### src/design/dac_sched_pkg.sv
/*
 * Shared constants for the dual converter update scheduler: register
 * byte addresses, control field positions, reset values and modes.
 * Assumes a 32-bit APB slave with one aligned word per register.
 */
package dac_sched_pkg;

    // register byte addresses (one aligned word each)
    localparam logic [7:0] ADDR_DATA_HIGH = 8'h00;
    localparam logic [7:0] ADDR_DATA_LOW = 8'h04;
    localparam logic [7:0] ADDR_CONTROL = 8'h08;
    localparam logic [7:0] ADDR_B_DATA_HIGH = 8'h0c;
    localparam logic [7:0] ADDR_B_DATA_LOW = 8'h10;
    localparam logic [7:0] ADDR_B_CONTROL = 8'h14;
    localparam logic [7:0] ADDR_STATUS = 8'h18;

    // control register layout
    localparam int CTRL_ENABLE_BIT = 7;
    localparam int CTRL_MODE_LSB = 3;
    localparam int CTRL_FORMAT_LSB = 0;
    localparam logic [7:0] CTRL_WRITE_MASK = 8'h9f;
    localparam logic [7:0] CTRL_RESET = 8'h00;
    localparam logic [7:0] DATA_RESET = 8'h00;
    localparam logic [11:0] CODE_RESET = 12'h000;

    // update mode encodings
    typedef enum logic [1:0] {
        MODE_ON_WRITE = 2'h0,
        MODE_TIMER3 = 2'h1,
        MODE_TIMER4 = 2'h2,
        MODE_TIMER2 = 2'h3
    } update_mode_t;

endpackage : dac_sched_pkg

### src/design/dac_channel.sv
/*
 * One converter channel: justifies the held data bytes into a 12-bit
 * code and loads the input latch on a high-byte write or on the chosen
 * timer overflow.
 * Assumes byte write strobes and timer overflows are one-cycle pulses.
 */
`timescale 1ns/100ps
`default_nettype none

module dac_channel (
    // clock and reset
    input wire logic pclk,
    input wire logic presetn,
    // held registers
    input wire logic [7:0] data_high,
    input wire logic [7:0] data_low,
    input wire logic [7:0] control,
    input wire logic high_write,
    // timer overflow pulses
    input wire logic timer2_ovf,
    input wire logic timer3_ovf,
    input wire logic timer4_ovf,
    // converter side
    output logic [11:0] code,
    output logic converter_on,
    output logic output_drive,
    output logic update_pulse
);

    dac_sched_pkg::update_mode_t mode;
    logic [2:0] fmt;
    logic load;
    logic [11:0] code_reg;
    logic [11:0] word;
    logic upd_reg;
    logic hw_dly_reg;

    // justify the 12-bit word across the two bytes
    function automatic logic [11:0] justify(input logic [2:0] f,
                                            input logic [7:0] hi,
                                            input logic [7:0] lo);
        logic [15:0] cat;
        cat = {hi, lo};
        case (f)
            3'h0: justify = cat[11:0];
            3'h1: justify = cat[12:1];
            3'h2: justify = cat[13:2];
            3'h3: justify = cat[14:3];
            default: justify = cat[15:4];
        endcase
    endfunction : justify

    assign mode = dac_sched_pkg::update_mode_t'(
        control[dac_sched_pkg::CTRL_MODE_LSB +: 2]);
    assign fmt = control[dac_sched_pkg::CTRL_FORMAT_LSB +: 3];
    assign word = justify(fmt, data_high, data_low);

    // the high byte lands in its register at the write edge, so the
    // load waits one cycle and takes the new byte, not the old one
    always_ff @(posedge pclk or negedge presetn) begin
        if (!presetn) begin
            hw_dly_reg <= 1'b0;
        end else begin
            hw_dly_reg <= high_write;
        end
    end

    // pick the single event that may load the latch
    always_comb begin
        case (mode)
            dac_sched_pkg::MODE_ON_WRITE: load = hw_dly_reg;
            dac_sched_pkg::MODE_TIMER3: load = timer3_ovf;
            dac_sched_pkg::MODE_TIMER4: load = timer4_ovf;
            dac_sched_pkg::MODE_TIMER2: load = timer2_ovf;
            default: load = 1'b0;
        endcase
    end

    // input latch: one load per event, full 12-bit range
    always_ff @(posedge pclk or negedge presetn) begin
        if (!presetn) begin
            code_reg <= dac_sched_pkg::CODE_RESET;
        end else if (load) begin
            code_reg <= word;
        end
    end

    // update marker follows the load by one cycle
    always_ff @(posedge pclk or negedge presetn) begin
        if (!presetn) begin
            upd_reg <= 1'b0;
        end else begin
            upd_reg <= load;
        end
    end

    assign code = code_reg;
    assign update_pulse = upd_reg;
    // disabled channel: pin floats and converter sleeps
    assign converter_on = control[dac_sched_pkg::CTRL_ENABLE_BIT];
    assign output_drive = control[dac_sched_pkg::CTRL_ENABLE_BIT];

    ////////////////////////////////////////////////////////////////////
    // checks

    chk_write_loads_code: assert property (
        @(posedge pclk) disable iff (!presetn)
        (high_write && mode == dac_sched_pkg::MODE_ON_WRITE)
        |=> ##1 ((code == $past(word)) && update_pulse))
        else $error("high-byte write did not load the latch");

    chk_timer_mode_holds: assert property (
        @(posedge pclk) disable iff (!presetn)
        (mode != dac_sched_pkg::MODE_ON_WRITE && !load)
        |=> $stable(code))
        else $error("latch changed without its timer overflow");

    chk_timer3_loads: assert property (
        @(posedge pclk) disable iff (!presetn)
        (timer3_ovf && mode == dac_sched_pkg::MODE_TIMER3)
        |=> code == $past(word))
        else $error("timer 3 overflow did not load the latch");

    chk_one_load_each: assert property (
        @(posedge pclk) disable iff (!presetn)
        update_pulse |-> $past(load))
        else $error("latch update without an event");

endmodule : dac_channel

`default_nettype wire

### src/design/dual_dac_update_scheduler.sv
/*
 * Top of the dual converter update scheduler: APB register file with
 * data and control bytes for two channels, and two channel instances.
 * Assumes an APB master, timer overflows as one-cycle pulses in the
 * pclk domain, and an analog stage that reads code and enable levels.
 */
// Our own choices: the APB register port and the address map.
`timescale 1ns/100ps
`default_nettype none

module dual_dac_update_scheduler (
    // apb slave
    input wire logic pclk,
    input wire logic presetn,
    input wire logic psel,
    input wire logic penable,
    input wire logic pwrite,
    input wire logic [7:0] paddr,
    input wire logic [31:0] pwdata,
    input wire logic [3:0] pstrb,
    output logic [31:0] prdata,
    output logic pready,
    output logic pslverr,
    // timer overflow pulses
    input wire logic timer2_ovf,
    input wire logic timer3_ovf,
    input wire logic timer4_ovf,
    // channel a converter side
    output logic [11:0] dac_a_code,
    output logic dac_a_power_on,
    output logic dac_a_output_en,
    // channel b converter side
    output logic [11:0] dac_b_code,
    output logic dac_b_power_on,
    output logic dac_b_output_en
);

    logic wr_en;
    logic rd_en;
    logic lane0;
    logic [7:0] dac_data_high_reg;
    logic [7:0] dac_data_low_reg;
    logic [7:0] dac_control_reg;
    logic [7:0] dac_b_data_high_reg;
    logic [7:0] dac_b_data_low_reg;
    logic [7:0] dac_b_control_reg;
    logic [31:0] prdata_reg;
    logic [31:0] rd_next;
    logic mapped;
    logic a_upd;
    logic b_upd;
    logic [1:0] upd_seen_reg;

    // zero-wait slave: every access completes in its first access cycle
    assign pready = 1'b1;
    assign wr_en = psel && penable && pwrite;
    assign rd_en = psel && penable && !pwrite;
    assign lane0 = pstrb[0];

    // address decode, also used for the error answer
    always_comb begin
        case (paddr)
            dac_sched_pkg::ADDR_DATA_HIGH,
            dac_sched_pkg::ADDR_DATA_LOW,
            dac_sched_pkg::ADDR_CONTROL,
            dac_sched_pkg::ADDR_B_DATA_HIGH,
            dac_sched_pkg::ADDR_B_DATA_LOW,
            dac_sched_pkg::ADDR_B_CONTROL,
            dac_sched_pkg::ADDR_STATUS: mapped = 1'b1;
            default: mapped = 1'b0;
        endcase
    end
    assign pslverr = psel && penable && !mapped;

    ////////////////////////////////////////////////////////////////////
    // channel a registers

    // data bytes are held; only the channel decides when they count
    always_ff @(posedge pclk or negedge presetn) begin
        if (!presetn) begin
            dac_data_high_reg <= dac_sched_pkg::DATA_RESET;
            dac_data_low_reg <= dac_sched_pkg::DATA_RESET;
        end else if (wr_en && lane0) begin
            if (paddr == dac_sched_pkg::ADDR_DATA_HIGH) begin
                dac_data_high_reg <= pwdata[7:0];
            end
            if (paddr == dac_sched_pkg::ADDR_DATA_LOW) begin
                dac_data_low_reg <= pwdata[7:0];
            end
        end
    end

    // control: unused bits 6:5 never store
    always_ff @(posedge pclk or negedge presetn) begin
        if (!presetn) begin
            dac_control_reg <= dac_sched_pkg::CTRL_RESET;
        end else if (wr_en && lane0
                     && paddr == dac_sched_pkg::ADDR_CONTROL) begin
            dac_control_reg <= pwdata[7:0]
                               & dac_sched_pkg::CTRL_WRITE_MASK;
        end
    end

    ////////////////////////////////////////////////////////////////////
    // channel b registers, independent of channel a

    always_ff @(posedge pclk or negedge presetn) begin
        if (!presetn) begin
            dac_b_data_high_reg <= dac_sched_pkg::DATA_RESET;
            dac_b_data_low_reg <= dac_sched_pkg::DATA_RESET;
        end else if (wr_en && lane0) begin
            if (paddr == dac_sched_pkg::ADDR_B_DATA_HIGH) begin
                dac_b_data_high_reg <= pwdata[7:0];
            end
            if (paddr == dac_sched_pkg::ADDR_B_DATA_LOW) begin
                dac_b_data_low_reg <= pwdata[7:0];
            end
        end
    end

    always_ff @(posedge pclk or negedge presetn) begin
        if (!presetn) begin
            dac_b_control_reg <= dac_sched_pkg::CTRL_RESET;
        end else if (wr_en && lane0
                     && paddr == dac_sched_pkg::ADDR_B_CONTROL) begin
            dac_b_control_reg <= pwdata[7:0]
                                 & dac_sched_pkg::CTRL_WRITE_MASK;
        end
    end

    ////////////////////////////////////////////////////////////////////
    // status: sticky per-channel update seen, cleared by writing ones;
    // a new update in the clearing cycle wins so none is lost

    always_ff @(posedge pclk or negedge presetn) begin
        if (!presetn) begin
            upd_seen_reg <= 2'h0;
        end else begin
            for (int i = 0; i < 2; i++) begin
                if ((i == 0) ? a_upd : b_upd) begin
                    upd_seen_reg[i] <= 1'b1;
                end else if (wr_en && lane0 && pwdata[i]
                             && paddr == dac_sched_pkg::ADDR_STATUS) begin
                    upd_seen_reg[i] <= 1'b0;
                end
            end
        end
    end

    ////////////////////////////////////////////////////////////////////
    // read path, registered so data comes from flip-flops

    always_comb begin
        rd_next = 32'h0000_0000;
        case (paddr)
            dac_sched_pkg::ADDR_DATA_HIGH: rd_next[7:0] = dac_data_high_reg;
            dac_sched_pkg::ADDR_DATA_LOW: rd_next[7:0] = dac_data_low_reg;
            dac_sched_pkg::ADDR_CONTROL: rd_next[7:0] = dac_control_reg;
            dac_sched_pkg::ADDR_B_DATA_HIGH:
                rd_next[7:0] = dac_b_data_high_reg;
            dac_sched_pkg::ADDR_B_DATA_LOW: rd_next[7:0] = dac_b_data_low_reg;
            dac_sched_pkg::ADDR_B_CONTROL: rd_next[7:0] = dac_b_control_reg;
            dac_sched_pkg::ADDR_STATUS: rd_next[1:0] = upd_seen_reg;
            default: rd_next = 32'h0000_0000;
        endcase
    end

    // capture in the setup cycle so data is ready in the access cycle
    always_ff @(posedge pclk or negedge presetn) begin
        if (!presetn) begin
            prdata_reg <= 32'h0000_0000;
        end else if (psel && !penable && !pwrite) begin
            prdata_reg <= rd_next;
        end
    end
    assign prdata = rd_en ? prdata_reg : 32'h0000_0000;

    ////////////////////////////////////////////////////////////////////
    // the two channels

    dac_channel u_chan_a (
        .pclk(pclk),
        .presetn(presetn),
        .data_high(dac_data_high_reg),
        .data_low(dac_data_low_reg),
        .control(dac_control_reg),
        .high_write(wr_en && lane0
                    && paddr == dac_sched_pkg::ADDR_DATA_HIGH),
        .timer2_ovf(timer2_ovf),
        .timer3_ovf(timer3_ovf),
        .timer4_ovf(timer4_ovf),
        .code(dac_a_code),
        .converter_on(dac_a_power_on),
        .output_drive(dac_a_output_en),
        .update_pulse(a_upd)
    );

    // high-byte write reaches the channel in the same edge as the data,
    // so the latch sees the byte one cycle later from the register
    dac_channel u_chan_b (
        .pclk(pclk),
        .presetn(presetn),
        .data_high(dac_b_data_high_reg),
        .data_low(dac_b_data_low_reg),
        .control(dac_b_control_reg),
        .high_write(wr_en && lane0
                    && paddr == dac_sched_pkg::ADDR_B_DATA_HIGH),
        .timer2_ovf(timer2_ovf),
        .timer3_ovf(timer3_ovf),
        .timer4_ovf(timer4_ovf),
        .code(dac_b_code),
        .converter_on(dac_b_power_on),
        .output_drive(dac_b_output_en),
        .update_pulse(b_upd)
    );

    ////////////////////////////////////////////////////////////////////
    // checks

    chk_ctrl_unused_zero: assert property (
        @(posedge pclk) disable iff (!presetn)
        dac_control_reg[6:5] == 2'h0 && dac_b_control_reg[6:5] == 2'h0)
        else $error("unused control bits stored a value");

    chk_low_write_holds: assert property (
        @(posedge pclk) disable iff (!presetn)
        (wr_en && paddr == dac_sched_pkg::ADDR_DATA_LOW
         && dac_control_reg[4:3] == 2'h0)
        |=> $stable(dac_a_code))
        else $error("low-byte write changed the output");

    chk_disable_floats: assert property (
        @(posedge pclk) disable iff (!presetn)
        !dac_control_reg[7] |-> !dac_a_output_en && !dac_a_power_on)
        else $error("disabled channel still driving");

    chk_b_independent: assert property (
        @(posedge pclk) disable iff (!presetn)
        (wr_en && paddr == dac_sched_pkg::ADDR_DATA_HIGH)
        |=> $stable(dac_b_code))
        else $error("channel a write disturbed channel b");

endmodule : dual_dac_update_scheduler

`default_nettype wire

### config.mk
export PLATFORM = sky130hd
export DESIGN_NAME = dual_dac_update_scheduler
export DESIGN_NICKNAME = d
export VERILOG_FILES = /design/src/design/dac_sched_pkg.sv /design/src/design/dac_channel.sv /design/src/design/dual_dac_update_scheduler.sv
export SDC_FILE = /design/constraint.sdc
export NUM_CORES = 1
export LEC_CHECK = 0
export BUFFER_PORTS_ARGS = -buffer_cell sky130_fd_sc_hd__buf_2
export CORE_MARGIN = 5
export CORE_UTILIZATION = 35
export CTS_CLUSTER_DIAMETER = 80
export DETAILED_ROUTE_END_ITERATION = 10
export PLACE_DENSITY = 0.59
export SLEW_MARGIN = 30
export SYNTH_ARGS = -nofsm -noshare
export SYNTH_HDL_FRONTEND = slang
export SYNTH_SLANG_ARGS = --single-unit
### constraint.sdc
create_clock -name pclk -period 1.8 [get_ports pclk]
set_input_delay 0.27 -clock pclk [delete_from_list [all_inputs] [get_ports pclk]]
set_output_delay 0.27 -clock pclk [all_outputs]
set_load 0.01 [all_outputs]
==> results.sh <==
export IMPL_gp_congestion=0.854
export IMPL_vias_per_cell=5.23
export IMPL_pin_count=114
export IMPL_ys_types=48
export IMPL_portBuffers=61
export IMPL_status="complete, no violations"
export IMPL_synth_area_leaders="dfrtp_1 43%, mux4_2 12%, mux2_2 10%"
export IMPL_drcViolationCount=0
export IMPL_initial_core_util_pct=35.8
export IMPL_cts_root_buf="clkbuf_16"
export IMPL_arrival_ps=1450
export IMPL_drive_above_1_share_pct=39.5
export IMPL_h_tree_depth=3
export IMPL_path_clk_slew_ps=60
export IMPL_cap_violations=0
export IMPL_synth_seq_cells=82
export IMPL_die_area_mm2=0.0160
export IMPL_cp_end_kind="output port"
export IMPL_wl_mm=12.1
export IMPL_leakagePower_nw=2.63
export IMPL_peakVddDrop_mv=0.453
export IMPL_num_rows=42
export IMPL_fin_crit_sh_pct=95.3
export IMPL_area_growth_pct=18.7
export IMPL_drt_initial_drc_count=223
export IMPL_synth_warnings=0
export IMPL_instances_no_fill=662
export IMPL_synth_area_mm2=0.00476
export IMPL_cp_required_ps=1530
export IMPL_tightest_slew_ps=694
export IMPL_relSlewSlack_pct=53.7
export IMPL_cts_setup_buffers=0
export IMPL_core_area_mm2=0.0133
export IMPL_cts_buffers_inserted=9
export IMPL_max_freq_mhz=583
export IMPL_critPathLaunchType="primary input"
export IMPL_finalClockSkew_ps=7.19
export IMPL_yosys_top_cells_count="82 x dfrtp_1, 44 x mux2_2, 33 x nor2_1, 31 x a21oi_1, 30 x mux2i_1"
export IMPL_cpLargestDelayFamily="simple AND/OR/NAND/NOR gates"
export IMPL_crit_slowest_cell="or3_4"
export IMPL_cp_common_cell="buf_2"
export IMPL_synth_edf_count=0
export IMPL_die_h_um=127
export IMPL_diodes=0
export IMPL_min_path_type="in -> reg"
export IMPL_cp_max_fo=8
export IMPL_vias=3459
export IMPL_grt_pass1_vias=3482
export IMPL_grt_use_total_pct=15.6
export IMPL_clock_latency_ps=340
export IMPL_final_util_pct=42.5
export IMPL_dr_pass1_iters=4
export IMPL_antenna_found_initial=0
export IMPL_critPathMaxStageDelay_ps=410
export IMPL_postSynthCellCount=405
export IMPL_ys_flop_type="dfrtp_1"
export IMPL_grt_pass1_wl_mm=19.6
export IMPL_crit_chain="buf_2, or3_4, buf_4, a311oi_2, nor2_1, buf_2"
export IMPL_num_fill_cells=1293
export IMPL_dp_hpwl_mm=9.17
export IMPL_cts_tree="yes"
export IMPL_yosys_area_top_type_share_pct=43.1
export IMPL_worst_path_buf_inv=3
export IMPL_worstSetupPathType="in -> out"
export IMPL_synth_area_per_cell_um2=11.7
export IMPL_powerDensity_mw_per_mm2=783
export IMPL_yosysSeqAreaShare_pct=43.1
export IMPL_nNetsFinal=534
export IMPL_min_period_ps=1720
export IMPL_grt_max_degree=34
export IMPL_routedWlPerCell_um=18.3
export IMPL_setup_violations=0
export IMPL_yosys_area_top_type="dfrtp_1"
export IMPL_clock_sinks=82
export IMPL_placed_cells=646
export IMPL_synth_async_reset_ratio_pct=100
export IMPL_rsz0062_at_grt="false"
export IMPL_drtAntennaViolNets=0
export IMPL_clockBufferDepth=2
export IMPL_grt_overflow_total=0
export IMPL_maxSlewViolCount=0
export IMPL_yosysMostFrequentCell="dfrtp_1"
export IMPL_die_w_um=127
export IMPL_p_total_w=0.00443
export IMPL_hold_viol_final=0
==> worst reg2reg max path, stage by stage, from the launching register on <==
cell and delay (ps):
dfrtp_1 620, mux4_2 570, mux2i_1 150, a21oi_1 80
==> kinds of logic (layout without fill, tap and decap cells) <==
kind of cell           after synthesis  count (layout)  share of synthesized area [%]
buffers and inverters               57             115                           7.10
and+or+nand+nor                     99              99                           12.0
AOI/OAI and AO/OA                   62              62                           7.86
muxes                              103             103                           29.7
other                                2              25                          0.158
DFF                                 82              82                           43.1
==> what timing repair did <==
action	in CTS	in global routing
setup endpoints to repair	0	10
hold endpoints to repair	30	0
gates resized for setup	0	2
hold buffers	1	0
==> area by class of cell <==
cell class	instances	area [um2]	share of cell area [%]
inverters	3	11.3	0.199
clock buffers	10	229	4.05
repair buffers	97	618	10.9
well taps	176	220	3.90
multi-input cells	289	2460	43.6
flip-flops and latches	82	2050	36.3
clock inverters	5	56.3	0.997
==> stage by stage <==
step | setup TNS, ps | area (um2) | hold slack (ps) | setup slack [ps]
detailed placement | -3510 | 5350 | 259 | -153
CTS | 0 | 5640 | 225 | 30.0
global route | 0 | 5650 | 244 | 16.7
global placement | -3240 | 5350 | 240 | -138
floorplan | 0 | 4840 | -25.6 | 85.7
finish | 0 | 5650 | 238 | 83.9
==> where the power goes <==
part / internal, W / switching, W
clock network: 0.00106 / 0.000739
logic: 0.000236 / 0.000332
registers: 0.00198 / 0.0000781
==> path summary, 6_finish.rpt <==
check                                      start                   to  slack, ps  cells past startpoint
max                                     paddr[5]              pslverr         80                      6
min                                    pwdata[5]  dac_data_low_reg[5]        240                      2
max reg2reg                   dac_control_reg[1]     u_chan_a.code[6]        240                      3
min reg2reg                u_chan_b.update_pulse      upd_seen_reg[1]        430                      1
max in group asynchronous                presetn   dac_control_reg[0]        800                      3
min in group asynchronous                presetn    u_chan_b.code[11]        430                      2
==> layer usage <==
layer	part of all wire [%]	GRT usage (%)	vias up
li1	-	-	1599
met1	45	22.4	1743
met2	47	23.9	104
met3	6.7	2.19	13
met4	1.6	5.93	0
met5	0	0	-
==> layout by cell type, fill, tap and decap left out, types with 4 or more instances in the layout <==
master,Yosys,final
a21oi_1,31,31
and2_1,9,9
and3_1,4,4
buf_2,11,60
buf_4,27,33
clkbuf_16,0,9
conb_1,2,25
dfrtp_1,82,81
mux2_2,44,44
mux2i_1,30,30
mux4_2,26,26
nand2_1,15,15
nand3b_1,6,6
nand4_1,5,5
nor2_1,33,33
nor2b_1,4,4
nor3_1,4,4
o21ai_0,9,9
Note: power is estimated with default switching activity, not from simulation.
